===== config.mk =====
export PLATFORM = sky130hd
export DESIGN_NAME = dss_sequencer
export DESIGN_NICKNAME = d
export VERILOG_FILES = /design/src/hdl/dss_pkg.sv /design/src/hdl/dss_sequencer.sv
export SDC_FILE = /design/constraint.sdc
export NUM_CORES = 1
export LEC_CHECK = 0
export ABC_AREA = 1
export BUFFER_PORTS_ARGS = -buffer_cell sky130_fd_sc_hd__buf_2
export CORE_ASPECT_RATIO = 0.6
export CORE_MARGIN = 5
export CORE_UTILIZATION = 45
export CTS_CLUSTER_DIAMETER = 120
export DETAILED_ROUTE_END_ITERATION = 8
export PLACE_DENSITY = 0.67
export SETUP_SLACK_MARGIN = 0.02
export SYNTH_ARGS = -nofsm -noshare
export SYNTH_HDL_FRONTEND = slang
export SYNTH_SLANG_ARGS = --single-unit

===== constraint.sdc =====
create_clock -name clock -period 18.6 [get_ports clock]
set_clock_uncertainty 0.05 [all_clocks]
set_input_delay 2.79 -clock clock [delete_from_list [all_inputs] [get_ports clock]]
set_output_delay 2.79 -clock clock [all_outputs]
set_load 0.01 [all_outputs]

===== src/hdl/dss_pkg.sv =====
// constants and types shared by the disk sector sequencer
// assumes a 10 MHz clock and a 32-bit Avalon-MM register bus
package dss_pkg;

	// ==========================================================
	// register map (byte addresses)
	localparam logic [4:0] REG_CTRL = 5'h00;
	localparam logic [4:0] REG_SECT = 5'h04;
	localparam logic [4:0] REG_COUNT = 5'h08;
	localparam logic [4:0] REG_CORE = 5'h0C;
	localparam logic [4:0] REG_STATUS = 5'h10;

	localparam int CTRL_OP_LSB = 0;
	localparam int CTRL_MOD_LSB = 8;
	localparam int STAT_BUSY_BIT = 16;
	localparam int STAT_SEEKING_BIT = 17;

	// indicator bit positions in the status register
	localparam int IND_W = 9;
	localparam int IND_READ = 0;
	localparam int IND_WRITE = 1;
	localparam int IND_MBR_EVEN = 2;
	localparam int IND_MBR_ODD = 3;
	localparam int IND_ADDR = 4;
	localparam int IND_WRONG_LEN = 5;
	localparam int IND_OVERFLOW = 6;
	localparam int IND_SEEK_DONE = 7;
	localparam int IND_SWITCH = 8;

	// ==========================================================
	// instruction codes (two decimal digits) and modifier digits
	localparam logic [7:0] OP_SEEK = 8'h34;
	localparam logic [7:0] OP_READ = 8'h36;
	localparam logic [7:0] OP_WRITE = 8'h38;
	localparam logic [3:0] MOD_SEEK = 4'h1;
	localparam logic [3:0] MOD_SECT_LEN = 4'h0;
	localparam logic [3:0] MOD_SECT = 4'h2;
	localparam logic [3:0] MOD_SECT_CMP = 4'h3;
	localparam logic [3:0] MOD_TRK_LEN = 4'h4;
	localparam logic [3:0] MOD_TRK_LEN_CMP = 4'h5;
	localparam logic [3:0] MOD_TRK = 4'h6;
	localparam logic [3:0] MOD_TRK_CMP = 4'h7;

	// ==========================================================
	// disk geometry and character format
	localparam int SECTORS_PER_TRACK = 20;
	localparam int SURFACES = 10;
	localparam int SECTORS_PER_CYL = 200;
	localparam int SECTOR_CHARS = 100;
	localparam int TRACK_SECTOR_CHARS = 105;
	localparam logic [3:0] GROUP_MARK_DIGIT = 4'hF;

	// ==========================================================
	// timing
	localparam int CLK_PERIOD_NS = 100;
	localparam int SEEK_HOLD_US = 160;
	localparam int SEEK_HOLD_CYC = (SEEK_HOLD_US * 1000 + CLK_PERIOD_NS - 1) / CLK_PERIOD_NS;
	localparam int AVG_ACCESS_MS = 22;
	localparam int PER_SECTOR_MS = 2;

	typedef enum logic [2:0] {
		DSS_OP_NONE = 3'b000,
		DSS_OP_SEEK = 3'b001,
		DSS_OP_READ = 3'b010,
		DSS_OP_WRITE = 3'b011,
		DSS_OP_CMP = 3'b100
	} dss_op_t;

	typedef enum logic [2:0] {
		ST_IDLE = 3'b000,
		ST_SEARCH = 3'b001,
		ST_WAIT_INDEX = 3'b010,
		ST_XFER = 3'b011,
		ST_NEXT_ADDR = 3'b100
	} dss_state_t;

	typedef enum logic [1:0] {
		SK_IDLE = 2'b00,
		SK_HOME = 2'b01,
		SK_MOVE = 2'b10
	} dss_seek_t;

endpackage


===== src/hdl/dss_sequencer.sv =====
// disk sector sequencer: decodes disk instructions and runs seek,
// read, write and compare transfers between core storage and a drive
// assumes core storage reads combinationally at coreAddr, and that the
// drive spaces character strobes at least two clocks apart
//
// Summary of operation
// - op 34 modifier 1 is a seek
// - seek retracts home, then moves to cylinder
// - bus held 160 us on seek only
// - seek completion sets indicator 42, optional interrupt
// - modifier 0 reads (36) or writes (38), length-checked
// - modifier 2 read/write, 3 compare, unchecked
// - modifiers 4-7 are whole-track 20-sector operations
// - match sector address, transfer ascending, core wraps
// - no match within two index pulses: address check
// - next recorded address must equal incremented operand
// - head advances; cylinder end with count left overflows
// - read parity errors set 06 and 16/17, stop
// - group mark after earlier sector: wrong length
// - other core group marks are simply overwritten
// - read-only flag on sector write: address check
// - write checks each successive recorded address
// - write parity errors set 16/17 or 07, stop
// - write group mark ends transfer if length-checked; disk marks ignored
// - timing is paced by drive sector rate
// - compare mismatch stops at sector end, indicator 37
`timescale 1ns/1ps

module dss_sequencer
	import dss_pkg::*;
#(
	parameter int SA_W = 17,
	parameter int CNT_W = 10,
	parameter int CORE_W = 17,
	parameter logic [16:0] CORE_TOP = 17'h04E1F,
	parameter int CHAR_W = 6,
	parameter bit SEEK_IRQ_FITTED = 1'b1
) (
	input wire logic clock,
	input wire logic resetn,
	input wire logic clockEnable,
	input wire logic [4:0] avsAddress,
	input wire logic avsRead,
	input wire logic avsWrite,
	input wire logic [31:0] avsWritedata,
	input wire logic [3:0] avsByteenable,
	output logic [31:0] avsReaddata,
	output logic avsWaitrequest,
	input wire logic writeAddrSwitch,
	output logic seekHomeCmd,
	output logic seekMoveCmd,
	output logic [8:0] seekCylinder,
	input wire logic seekHomeDone,
	input wire logic seekOnCylinder,
	output logic [3:0] diskHead,
	input wire logic diskIndex,
	input wire logic diskAddrValid,
	input wire logic [SA_W-1:0] diskAddr,
	input wire logic diskReadOnly,
	input wire logic diskCharStrobe,
	input wire logic [CHAR_W-1:0] diskCharIn,
	output logic diskWriteGate,
	output logic [CHAR_W-1:0] diskCharOut,
	output logic [CORE_W-1:0] coreAddr,
	output logic coreWrEn,
	output logic [CHAR_W-1:0] coreWrData,
	input wire logic [CHAR_W-1:0] coreRdData,
	output logic seekCompleteIrq
);
	import dss_pkg::*;

	localparam int HOLD_W = $clog2(SEEK_HOLD_CYC + 1);

	// ==========================================================
	// helpers
	// odd parity over check, flag and numeric bits
	function automatic logic parityOk(input logic [CHAR_W-1:0] c);
		return ^c;
	endfunction

	function automatic logic isGroupMark(input logic [CHAR_W-1:0] c);
		return c[3:0] == GROUP_MARK_DIGIT;
	endfunction

	function automatic logic [31:0] mergeBytes(input logic [31:0] old, input logic [31:0] nw,
			input logic [3:0] be);
		logic [31:0] r;
		r = old;
		for (int i = 0; i < 4; i++) begin
			if (be[i]) begin
				r[i*8 +: 8] = nw[i*8 +: 8];
			end
		end
		return r;
	endfunction

	// ==========================================================
	// state
	dss_state_t state_q;
	dss_seek_t seek_q;
	dss_op_t kind_q;
	logic lenChk_q, track_q;
	logic [SA_W-1:0] sectAddr_q;
	logic [CNT_W-1:0] remaining_sector_count_q;
	logic [CORE_W-1:0] coreAddr_q;
	logic [3:0] head_q;
	logic [4:0] secInTrack_q;
	logic [6:0] charCnt_q;
	logic [1:0] indexSeen_q;
	logic cmpFail_q, gmPend_q, advance_q, wrCheck_q;
	logic coreWrEn_q, diskWriteGate_q;
	logic [CHAR_W-1:0] coreWrData_q, diskCharOut_q;
	logic [IND_W-1:0] indSet_q, ind_q;
	logic seekHomeCmd_q, seekMoveCmd_q, seekIrq_q;
	logic [8:0] seekCyl_q;
	logic avsWaitrequest_q;
	logic [31:0] avsReaddata_q;
	logic [HOLD_W-1:0] holdCnt_q;

	// ==========================================================
	// instruction decode
	logic [7:0] wrOp;
	logic [3:0] modifier_digit;
	dss_op_t wrKind;
	logic wrLen, wrTrack, isSeekWr, wrAcc, busy, seeking, startOp;

	assign wrOp = avsWritedata[CTRL_OP_LSB +: 8];
	assign modifier_digit = avsWritedata[CTRL_MOD_LSB +: 4];
	assign busy = state_q != ST_IDLE;
	assign seeking = seek_q != SK_IDLE;

	always_comb begin
		wrKind = DSS_OP_NONE;
		wrLen = 1'b0;
		wrTrack = modifier_digit[2];
		if (wrOp == OP_SEEK && modifier_digit == MOD_SEEK) begin
			wrKind = DSS_OP_SEEK;
		end else if (wrOp == OP_READ || wrOp == OP_WRITE) begin
			unique case (modifier_digit)
				MOD_SECT_LEN, MOD_SECT, MOD_TRK_LEN, MOD_TRK: begin
					wrKind = (wrOp == OP_READ) ? DSS_OP_READ : DSS_OP_WRITE;
				end
				MOD_SECT_CMP, MOD_TRK_LEN_CMP, MOD_TRK_CMP: begin
					wrKind = (wrOp == OP_READ) ? DSS_OP_CMP : DSS_OP_NONE;
				end
				default: wrKind = DSS_OP_NONE;
			endcase
			wrLen = modifier_digit == MOD_SECT_LEN || modifier_digit == MOD_TRK_LEN
				|| modifier_digit == MOD_TRK_LEN_CMP;
		end
	end

	assign isSeekWr = avsWrite && avsAddress == REG_CTRL && wrKind == DSS_OP_SEEK && !busy && !seeking;
	assign wrAcc = avsWrite && !avsWaitrequest_q;
	assign startOp = wrAcc && avsAddress == REG_CTRL && !busy && !seeking;

	// ==========================================================
	// avalon slave: every access answers one clock after it appears,
	// except a seek, which holds the processor for the hand-off time
	logic [31:0] readMux;
	always_comb begin
		unique case (avsAddress)
			REG_SECT: readMux = 32'(sectAddr_q);
			REG_COUNT: readMux = 32'(remaining_sector_count_q);
			REG_CORE: readMux = 32'(coreAddr_q);
			REG_STATUS: begin
				readMux = 32'(ind_q);
				readMux[STAT_BUSY_BIT] = busy;
				readMux[STAT_SEEKING_BIT] = seeking;
			end
			default: readMux = 32'h00000000;
		endcase
	end

	always_ff @(posedge clock or negedge resetn) begin
		if (!resetn) begin
			avsWaitrequest_q <= 1'b1;
			avsReaddata_q <= 32'h00000000;
			holdCnt_q <= '0;
		end else if (clockEnable) begin
			if (!avsWaitrequest_q) begin
				avsWaitrequest_q <= 1'b1;
				holdCnt_q <= '0;
			end else if (avsRead) begin
				avsWaitrequest_q <= 1'b0;
				avsReaddata_q <= readMux;
			end else if (avsWrite) begin
				if (!isSeekWr || holdCnt_q == HOLD_W'(SEEK_HOLD_CYC - 1)) begin
					avsWaitrequest_q <= 1'b0;
				end else begin
					holdCnt_q <= holdCnt_q + 1'b1;
				end
			end
		end
	end

	// ==========================================================
	// seek: retract home, then move in, then report completion
	always_ff @(posedge clock or negedge resetn) begin
		if (!resetn) begin
			seek_q <= SK_IDLE;
			seekHomeCmd_q <= 1'b0;
			seekMoveCmd_q <= 1'b0;
			seekCyl_q <= 9'h000;
		end else if (clockEnable) begin
			seekHomeCmd_q <= 1'b0;
			seekMoveCmd_q <= 1'b0;
			unique case (seek_q)
				SK_IDLE: if (startOp && wrKind == DSS_OP_SEEK) begin
					seekCyl_q <= 9'(sectAddr_q / SECTORS_PER_CYL);
					seekHomeCmd_q <= 1'b1;
					seek_q <= SK_HOME;
				end
				SK_HOME: if (seekHomeDone) begin
					seekMoveCmd_q <= 1'b1;
					seek_q <= SK_MOVE;
				end
				SK_MOVE: if (seekOnCylinder) begin
					seek_q <= SK_IDLE;
				end
				default: seek_q <= SK_IDLE;
			endcase
		end
	end

	// ==========================================================
	// transfer sequencer
	logic [CORE_W-1:0] nextCore;
	logic [6:0] lastChar;
	logic [IND_W-1:0] mbrBit;
	assign nextCore = (coreAddr_q == CORE_W'(CORE_TOP)) ? '0 : coreAddr_q + 1'b1;
	assign lastChar = track_q ? 7'(TRACK_SECTOR_CHARS - 1) : 7'(SECTOR_CHARS - 1);
	assign mbrBit = coreAddr_q[0] ? IND_W'(1 << IND_MBR_ODD) : IND_W'(1 << IND_MBR_EVEN);

	always_ff @(posedge clock or negedge resetn) begin
		if (!resetn) begin
			state_q <= ST_IDLE;
			kind_q <= DSS_OP_NONE;
			lenChk_q <= 1'b0;
			track_q <= 1'b0;
			sectAddr_q <= '0;
			remaining_sector_count_q <= '0;
			coreAddr_q <= '0;
			head_q <= 4'h0;
			secInTrack_q <= 5'h00;
			charCnt_q <= 7'h00;
			indexSeen_q <= 2'h0;
			cmpFail_q <= 1'b0;
			gmPend_q <= 1'b0;
			advance_q <= 1'b0;
			wrCheck_q <= 1'b0;
			coreWrEn_q <= 1'b0;
			coreWrData_q <= '0;
			diskWriteGate_q <= 1'b0;
			diskCharOut_q <= '0;
			indSet_q <= '0;
		end else if (clockEnable) begin
			indSet_q <= '0;
			coreWrEn_q <= 1'b0;
			advance_q <= 1'b0;
			wrCheck_q <= 1'b0;
			// the core address steps the clock after each character so the
			// write strobe rises on a steady address and drops on the clock the address steps
			if (advance_q) begin
				coreAddr_q <= nextCore;
			end
			if (!busy && wrAcc && avsAddress == REG_SECT) begin
				sectAddr_q <= SA_W'(mergeBytes(32'(sectAddr_q), avsWritedata, avsByteenable));
			end
			if (!busy && wrAcc && avsAddress == REG_COUNT) begin
				remaining_sector_count_q <= CNT_W'(mergeBytes(32'(remaining_sector_count_q), avsWritedata,
					avsByteenable));
			end
			if (!busy && wrAcc && avsAddress == REG_CORE) begin
				coreAddr_q <= CORE_W'(mergeBytes(32'(coreAddr_q), avsWritedata, avsByteenable));
			end
			if (seek_q == SK_MOVE && seekOnCylinder) begin
				indSet_q[IND_SEEK_DONE] <= 1'b1;
			end
			unique case (state_q)
				ST_IDLE: if (startOp && wrKind != DSS_OP_NONE && wrKind != DSS_OP_SEEK) begin
					if (wrKind == DSS_OP_WRITE && writeAddrSwitch != wrTrack) begin
						indSet_q[IND_SWITCH] <= 1'b1;
					end else begin
						kind_q <= wrKind;
						lenChk_q <= wrLen;
						track_q <= wrTrack;
						head_q <= 4'((sectAddr_q / SECTORS_PER_TRACK) % SURFACES);
						secInTrack_q <= 5'(sectAddr_q % SECTORS_PER_TRACK);
						indexSeen_q <= 2'h0;
						cmpFail_q <= 1'b0;
						gmPend_q <= 1'b0;
						charCnt_q <= 7'h00;
						state_q <= wrTrack ? ST_WAIT_INDEX : ST_SEARCH;
					end
				end
				ST_SEARCH: begin
					if (diskIndex) begin
						indexSeen_q <= indexSeen_q + 1'b1;
						if (indexSeen_q == 2'h1) begin
							indSet_q[IND_ADDR] <= 1'b1;
							state_q <= ST_IDLE;
						end
					end else if (diskAddrValid && diskAddr == sectAddr_q) begin
						if (kind_q == DSS_OP_WRITE && diskReadOnly) begin
							indSet_q[IND_ADDR] <= 1'b1;
							state_q <= ST_IDLE;
						end else begin
							diskWriteGate_q <= kind_q == DSS_OP_WRITE;
							state_q <= ST_XFER;
						end
					end
				end
				ST_WAIT_INDEX: if (diskIndex) begin
					secInTrack_q <= 5'h00;
					diskWriteGate_q <= kind_q == DSS_OP_WRITE;
					state_q <= ST_XFER;
				end
				ST_NEXT_ADDR: begin
					// the core address steps one clock after the boundary, so skip that clock
					if (lenChk_q && kind_q == DSS_OP_READ && !advance_q && isGroupMark(coreRdData)) begin
						indSet_q[IND_WRONG_LEN] <= 1'b1;
						state_q <= ST_IDLE;
					end else if (diskAddrValid) begin
						if (diskAddr != sectAddr_q || (kind_q == DSS_OP_WRITE && diskReadOnly)) begin
							indSet_q[IND_ADDR] <= 1'b1;
							state_q <= ST_IDLE;
						end else begin
							diskWriteGate_q <= kind_q == DSS_OP_WRITE;
							state_q <= ST_XFER;
						end
					end
				end
				ST_XFER: begin
					if (wrCheck_q && !parityOk(diskCharOut_q)) begin
						indSet_q[IND_WRITE] <= 1'b1;
						diskWriteGate_q <= 1'b0;
						state_q <= ST_IDLE;
					end else if (diskCharStrobe) begin
						charCnt_q <= charCnt_q + 1'b1;
						unique case (kind_q)
							DSS_OP_READ: begin
								if (!parityOk(diskCharIn)) begin
									indSet_q <= mbrBit | IND_W'(1 << IND_READ);
									state_q <= ST_IDLE;
								end else begin
									// a core group mark here is overwritten like any character
									coreWrEn_q <= 1'b1;
									coreWrData_q <= diskCharIn;
									advance_q <= 1'b1;
									if (lenChk_q && track_q && isGroupMark(diskCharIn)) begin
										gmPend_q <= 1'b1;
									end
								end
							end
							DSS_OP_WRITE: begin
								if (!parityOk(coreRdData)) begin
									indSet_q <= mbrBit;
									diskWriteGate_q <= 1'b0;
									state_q <= ST_IDLE;
								end else begin
									// recorded group marks are never looked at on a write
									diskCharOut_q <= coreRdData;
									wrCheck_q <= 1'b1;
									advance_q <= 1'b1;
									if (lenChk_q && isGroupMark(coreRdData)) begin
										gmPend_q <= 1'b1;
									end
								end
							end
							default: begin
								if (!parityOk(diskCharIn) || !parityOk(coreRdData)) begin
									indSet_q <= (parityOk(coreRdData) ? '0 : mbrBit)
										| (parityOk(diskCharIn) ? '0 : IND_W'(1 << IND_READ));
									state_q <= ST_IDLE;
								end else begin
									advance_q <= 1'b1;
									if (diskCharIn != coreRdData) begin
										cmpFail_q <= 1'b1;
									end
									if (lenChk_q && (isGroupMark(diskCharIn) || isGroupMark(coreRdData))) begin
										gmPend_q <= 1'b1;
									end
								end
							end
						endcase
						if (charCnt_q == lastChar && (kind_q == DSS_OP_READ || parityOk(coreRdData))
							&& (kind_q == DSS_OP_WRITE || parityOk(diskCharIn))) begin
							// sector boundary; the drive paces each sector, so elapsed
							// time follows its rate plus the initial search
							charCnt_q <= 7'h00;
							sectAddr_q <= sectAddr_q + 1'b1;
							secInTrack_q <= secInTrack_q + 1'b1;
							if (!track_q) begin
								remaining_sector_count_q <= remaining_sector_count_q - 1'b1;
							end
							if (cmpFail_q || gmPend_q || (kind_q == DSS_OP_CMP && diskCharIn != coreRdData)) begin
								indSet_q[IND_WRONG_LEN] <= 1'b1;
								diskWriteGate_q <= 1'b0;
								state_q <= ST_IDLE;
							end else if (track_q) begin
								if (secInTrack_q == 5'(SECTORS_PER_TRACK - 1)) begin
									diskWriteGate_q <= 1'b0;
									state_q <= ST_IDLE;
								end
							end else if (remaining_sector_count_q == CNT_W'(1)) begin
								diskWriteGate_q <= 1'b0;
								state_q <= ST_IDLE;
							end else if (secInTrack_q == 5'(SECTORS_PER_TRACK - 1)) begin
								secInTrack_q <= 5'h00;
								if (head_q == 4'(SURFACES - 1)) begin
									indSet_q[IND_OVERFLOW] <= 1'b1;
									diskWriteGate_q <= 1'b0;
									state_q <= ST_IDLE;
								end else begin
									head_q <= head_q + 1'b1;
									state_q <= ST_NEXT_ADDR;
								end
							end else begin
								state_q <= ST_NEXT_ADDR;
							end
						end
					end
				end
				default: state_q <= ST_IDLE;
			endcase
		end
	end

	// ==========================================================
	// indicators: hardware set wins over a software write-one clear
	logic [IND_W-1:0] indClr;
	assign indClr = (wrAcc && avsAddress == REG_STATUS) ?
		IND_W'(mergeBytes(32'h00000000, avsWritedata, avsByteenable)) : '0;

	always_ff @(posedge clock or negedge resetn) begin
		if (!resetn) begin
			ind_q <= '0;
			seekIrq_q <= 1'b0;
		end else if (clockEnable) begin
			ind_q <= (ind_q & ~indClr) | indSet_q;
			seekIrq_q <= SEEK_IRQ_FITTED && ind_q[IND_SEEK_DONE];
		end
	end

	assign avsReaddata = avsReaddata_q;
	assign avsWaitrequest = avsWaitrequest_q;
	assign seekHomeCmd = seekHomeCmd_q;
	assign seekMoveCmd = seekMoveCmd_q;
	assign seekCylinder = seekCyl_q;
	assign diskHead = head_q;
	assign diskWriteGate = diskWriteGate_q;
	assign diskCharOut = diskCharOut_q;
	assign coreAddr = coreAddr_q;
	assign coreWrEn = coreWrEn_q;
	assign coreWrData = coreWrData_q;
	assign seekCompleteIrq = seekIrq_q;

endmodule

# Yosys cells after proc, flatten, opt, wreduce, memory -nomap -nowiden
# Cells that the tools add are included.
# totals
word_cells,409
inputBits,82
ff_bits,164
output_inout_bits,80
# classes
n_eq_ne,79
muxes,194
reduce_logical,87
div,4
addsub,8
bitwise,6
# ops
cell,count
17-bit 2-to-1 mux,8
1-bit 2-to-1 mux,82
8-bit 2-to-1 mux,9
18-bit one-hot mux with 4 select lines,1
3-bit 2-to-1 mux,23
10-bit 2-to-1 mux,6
2-bit inequality test (second input constant),30
4-bit 2-to-1 mux,14
5-bit 2-to-1 mux,10
11-bit 2-to-1 mux,4
7-bit 2-to-1 mux,6
17-bit by 1-bit adder with 17-bit output (second input constant),2
17-bit by 5-bit divider with 32-bit output (second input constant),1
17-bit by 8-bit divider with 32-bit output (second input constant),1
1-bit logical AND,32
17-bit by 5-bit remainder unit with 32-bit output (second input constant),1
32-bit by 4-bit remainder unit with 32-bit output (second input constant),1
8-bit by 6-bit == test with 1-bit output (second input constant),3
2-bit 2-to-1 mux,12
3-bit inequality test (second input constant),8
12-bit AND reduction,2
9-bit 2-to-1 mux,2
9-bit one-hot mux with 2 select lines,1
6-bit AND reduction,3
62 further kinds,116

# Logic depth before layout (Yosys ltp)
# logic_depth
depth_word,15
mapped_depth,72
ltp_nobuf,70

# Worst setup path after synthesis
# Ideal clock, no wire load.
# synth_path
kind,register to register
start,register sectAddr_q[16]
end,register head_q[1] (netlist: diskHead[1])
stages_incl_launch_ff,52
period_less_slack_ps,6418
t_required_ps,18412
setup_time_ps,138
setup_slack_ps,12182
path_buffers,1
t_arrival_ps,6230
path_cell_list,dfrtp_1 buf_6 nand2_1 clkinv_1 nand2_2 nand3_1 nand3_1 nand3_1 nand2_2 nand3_1 ha_1 nor2_1 inv_1 nand3_2 nand2_1 nand2_1 nor2_1 o21ai_1 (+16 left out) nand2_2 nor3_2 nand4_1 nand2_1 inv_1 ha_1 inv_1 nand2_1 nand2_1 o21ai_0 o21ai_0 nand2_2 nor2_2 nand4_1 nand2_1 nand3_1 nand2_1 o21ai_1
# synth_via
elab_chain_cells,5
# synth_rtl
element,line,text
"start, declared",dss_sequencer.sv:103,logic [SA_W-1:0] sectAddr_q;
"start signal, assigned",dss_sequencer.sv:268,"sectAddr_q <= SA_W'(mergeBytes(32'(sectAddr_q), avsWritedata, avsByteenable));"
"start signal, assigned",dss_sequencer.sv:392,sectAddr_q <= sectAddr_q + 1'b1;
17-bit by 5-bit divider with 32-bit output,dss_sequencer.sv:288,head_q <= 4'((sectAddr_q / SECTORS_PER_TRACK) % SURFACES);
32-bit by 4-bit remainder unit with 32-bit output,dss_sequencer.sv:288,
4-bit 2-to-1 mux,dss_sequencer.sv:282,if (wrKind == DSS_OP_WRITE && writeAddrSwitch != wrTrack) begin
4-bit 2-to-1 mux,dss_sequencer.sv:281,ST_IDLE: if (startOp && wrKind != DSS_OP_NONE && wrKind != DSS_OP_SEEK) begin
4-bit one-hot mux with 2 select lines,dss_sequencer.sv:280,unique case (state_q)
"end signal, assigned",dss_sequencer.sv:288,
"end signal, assigned",dss_sequencer.sv:416,head_q <= head_q + 1'b1;
"end, declared",dss_sequencer.sv:106,logic [3:0] head_q;
# Every way passes these cells. The select of a mux whose other input is x is not followed.
# A chain may end at the register's enable or synchronous reset.

# Final worst setup path
# layout_path
start,register sectAddr_q[14]
end,register head_q[1] (netlist: diskHead[1])
# The elaborated chain is that of the path after synthesis.

==> impl_metrics.yaml <==
floorplan:
  die_h_um: 142
  die_area_mm2: 0.0326
  io_pins: 162
  core_area_mm2: 0.0287
  start_util_pct: 45.5
  rows: 48
  die_w_um: 230
route:
  drc: 0
  drtIter0Drc: 1431
  first_pass_iters: 6
  vias: 13600
  finalWirelength_um: 41400
  routed_via_density: 5.49
  wl_per_cell_um: 16.7
  final_antenna_net_count: 0
yosys:
  syn_inst: 1988
  ys.flop_type: "dfrtp_1"
  synth_cell_types: 70
  synth-seq-cells: 150
  synth_edf_count: 0
  ys_async_sr_fraction_pct: 100
  synth-seq-area-share_pct: 28.7
  synth_area_mm2: 0.0131
  yosys_warnings: 0
  postSynthAreaPerCell_um2: 6.57
placed_design:
  hpwl_um: 32200
  io_buffers: 131
  place_congestion: 0.925
finish:
  layout.nets: 2198
  layout.cells.most_common: "nand2_1"
  drive_gt1_share_pct: 14.9
  fillers: 2912
  syn_to_final_growth_pct: 10.7
  mostFrequentLayoutCells: "500 x nand2_1, 249 x inv_1, 166 x nor2_1"
setup_path:
  timing.rr.end: "diskHead[1]$_DFFE_PN0P_"
  cpMaxStageDelayCell: "nor2_1"
  cp-end-kind: "flop"
  reg2reg_depth: 51
  cpMostUsedCell: "nand2_1"
  critPathRequiredTime_ns: 18.85
  worstSetupPathType: "flop to flop"
  rrSetupSlack_ns: 10.30
  r2r-start: "sectAddr_q[14]$_DFFE_PN0P_"
  start_kind: "flop"
  cpPeakStageDelay_ns: 0.73
  cp.arrival_ns: 8.54
  crit_fanout: 33
worst_hold_path:
  hold-path-cell-count: 2
  hold_class: "flop to flop"
  hold_start: "indSet_q[1]$_DFFE_PN0P_"
  whs_endpoint: "ind_q[1]$_DFFE_PN0P_"
grt:
  grt_use_total_pct: 25.0
  grt_pass1_wl_um: 66500
  grt.overflow.total: 0
  grt_pass1_vias: 12400
  antenna_found_initial: 0
  grt_max_degree: 92
clock_network:
  root_buffer: "clkbuf_16"
  post_cts_buffers: 0
  cts_made_buffers: 17
  cts.repair.resized: 0
  cts.clk_slew.worst_paths_ns: 0.06
  cts.sinks: 150
  insertion_delay_ns: 0.45
  cts_hold_buf: 0
  cts_tree: "done"
  clockBufferDepth: 2
  htree_levels: 4
sta:
  finalCriticalPeriod_ns: 8.30
  grt_setup_unrepaired: "false"
  post-route-period-util_pct: 44.6
  fmax_mhz: 121
  slew_headroom_pct: 22.7
  slew_violations: 0
  setup_viol: 0
  tightest_slew_ns: 1.16
  fin_setup_tns_ns: 0
  hold_viol_final: 0
run:
  cap_violations: 0
status:
  status: "completed"
## synth_stat cells, types with 8 or more instances
master    instances  area, µm²
nor3_1           42        210
inv_2            28        105
xnor2_1          21        184
nand3_1         143        716
buf_6             8       90.1
nand3_2          13        130
nor4_1           11       68.8
a31oi_1          16        100
nand4_1          52        325
nand2_1         500       1880
buf_4            22        165
clkinv_1         11       41.3
xor2_1           59        517
nand2_2          44        275
o21ai_0         159        796
ha_1             19        238
o211ai_1          8       60.1
nand2_4           9        101
o22ai_1          41        257
o21ai_1          10       50.1
dfrtp_1         149       3730
a21oi_1          69        345
inv_1           249        935
clkbuf_1         27        101
nor2_1          166        623
## metrics by stage
step                      hold slack [ns]  util, %  instances  cell area (µm²)  setup WS (ns)
final                               0.427     50.4       2485            14500          10.30
after global routing                0.461     50.4       2484            14500           9.38
after CTS                           0.426     50.4       2484            14500          10.38
after detailed placement            0.411     48.5       2453            13900          10.42
after global placement              0.408     48.5       2453            13900          10.58
after floorplan                     0.396        -       2001            13100          12.18
## flip-flops by register name, summed over array words and instances (netlist names), 4 cells and up
name,count
avsReaddata,18
sectAddr_q,17
remaining_sector_count_q,10
seekCylinder,9
secInTrack_q,5
indSet_q,9
coreAddr,17
holdCnt_q,11
diskHead,4
diskCharOut,6
charCnt_q,7
ind_q,9
coreWrData,6
## layout make-up
cell class	count	area [µm²]	share of cell area (%)
well taps	375	469	3.24
inverters	291	1100	7.61
flip-flops and latches	150	3750	26.0
diodes	1	2.50	0.0173
clock inverters	11	85.1	0.588
repair buffers	141	737	5.10
multi-input cells	1496	7860	54.4
clock buffers	20	447	3.09
## per-layer routing
layer  routed length [µm]  vias to the layer above  GRT usage [%]
met3                 4620                       36           7.48
met1                20300                     6311           39.0
li1                     -                     6732              -
met5                    0                        -              0
met4                  382                        0           4.71
met2                16100                      568           34.2
## worst max-delay path by stage
stage	from	to	slack [ns]	cells after the start
floorplan	sectAddr_q[16]$_DFFE_PN0P_	diskHead[1]$_DFFE_PN0P_	12.18	51
global placement	sectAddr_q[16]$_DFFE_PN0P_	diskHead[1]$_DFFE_PN0P_	10.58	51
detailed placement	sectAddr_q[14]$_DFFE_PN0P_	diskHead[1]$_DFFE_PN0P_	10.42	51
CTS	sectAddr_q[14]$_DFFE_PN0P_	diskHead[1]$_DFFE_PN0P_	10.38	51
global route	sectAddr_q[14]$_DFFE_PN0P_	diskHead[1]$_DFFE_PN0P_	9.38	55
finish	sectAddr_q[14]$_DFFE_PN0P_	diskHead[1]$_DFFE_PN0P_	10.30	51
## worst max-delay path: cells and delay by family (launching register included)
| family | cells | cell delay (ns) |
|---|---|---|
| and+or+nand+nor | 39 | 5.81 |
| buffers and inverters | 6 | 0.81 |
| AOI/OAI and AO/OA | 4 | 0.63 |
| DFF | 1 | 0.47 |
| adders and majority gates | 2 | 0.39 |
## kinds of logic (layout without fill, tap and decap cells)
logic type	Yosys count	in the layout	synth area share (%)
and+or+nand+nor	1023	1023	36.3
buffers and inverters	355	463	11.5
AOI/OAI and AO/OA	352	352	15.6
DFF	150	150	28.7
xor gates and xnor gates	80	80	5.36
adders and majority gates	19	19	1.82
muxes	8	8	0.680
other	1	15	0.0287
Power is not shown: default switching activity piles up to over one toggle a cycle in this logic, so the estimate is an artifact.
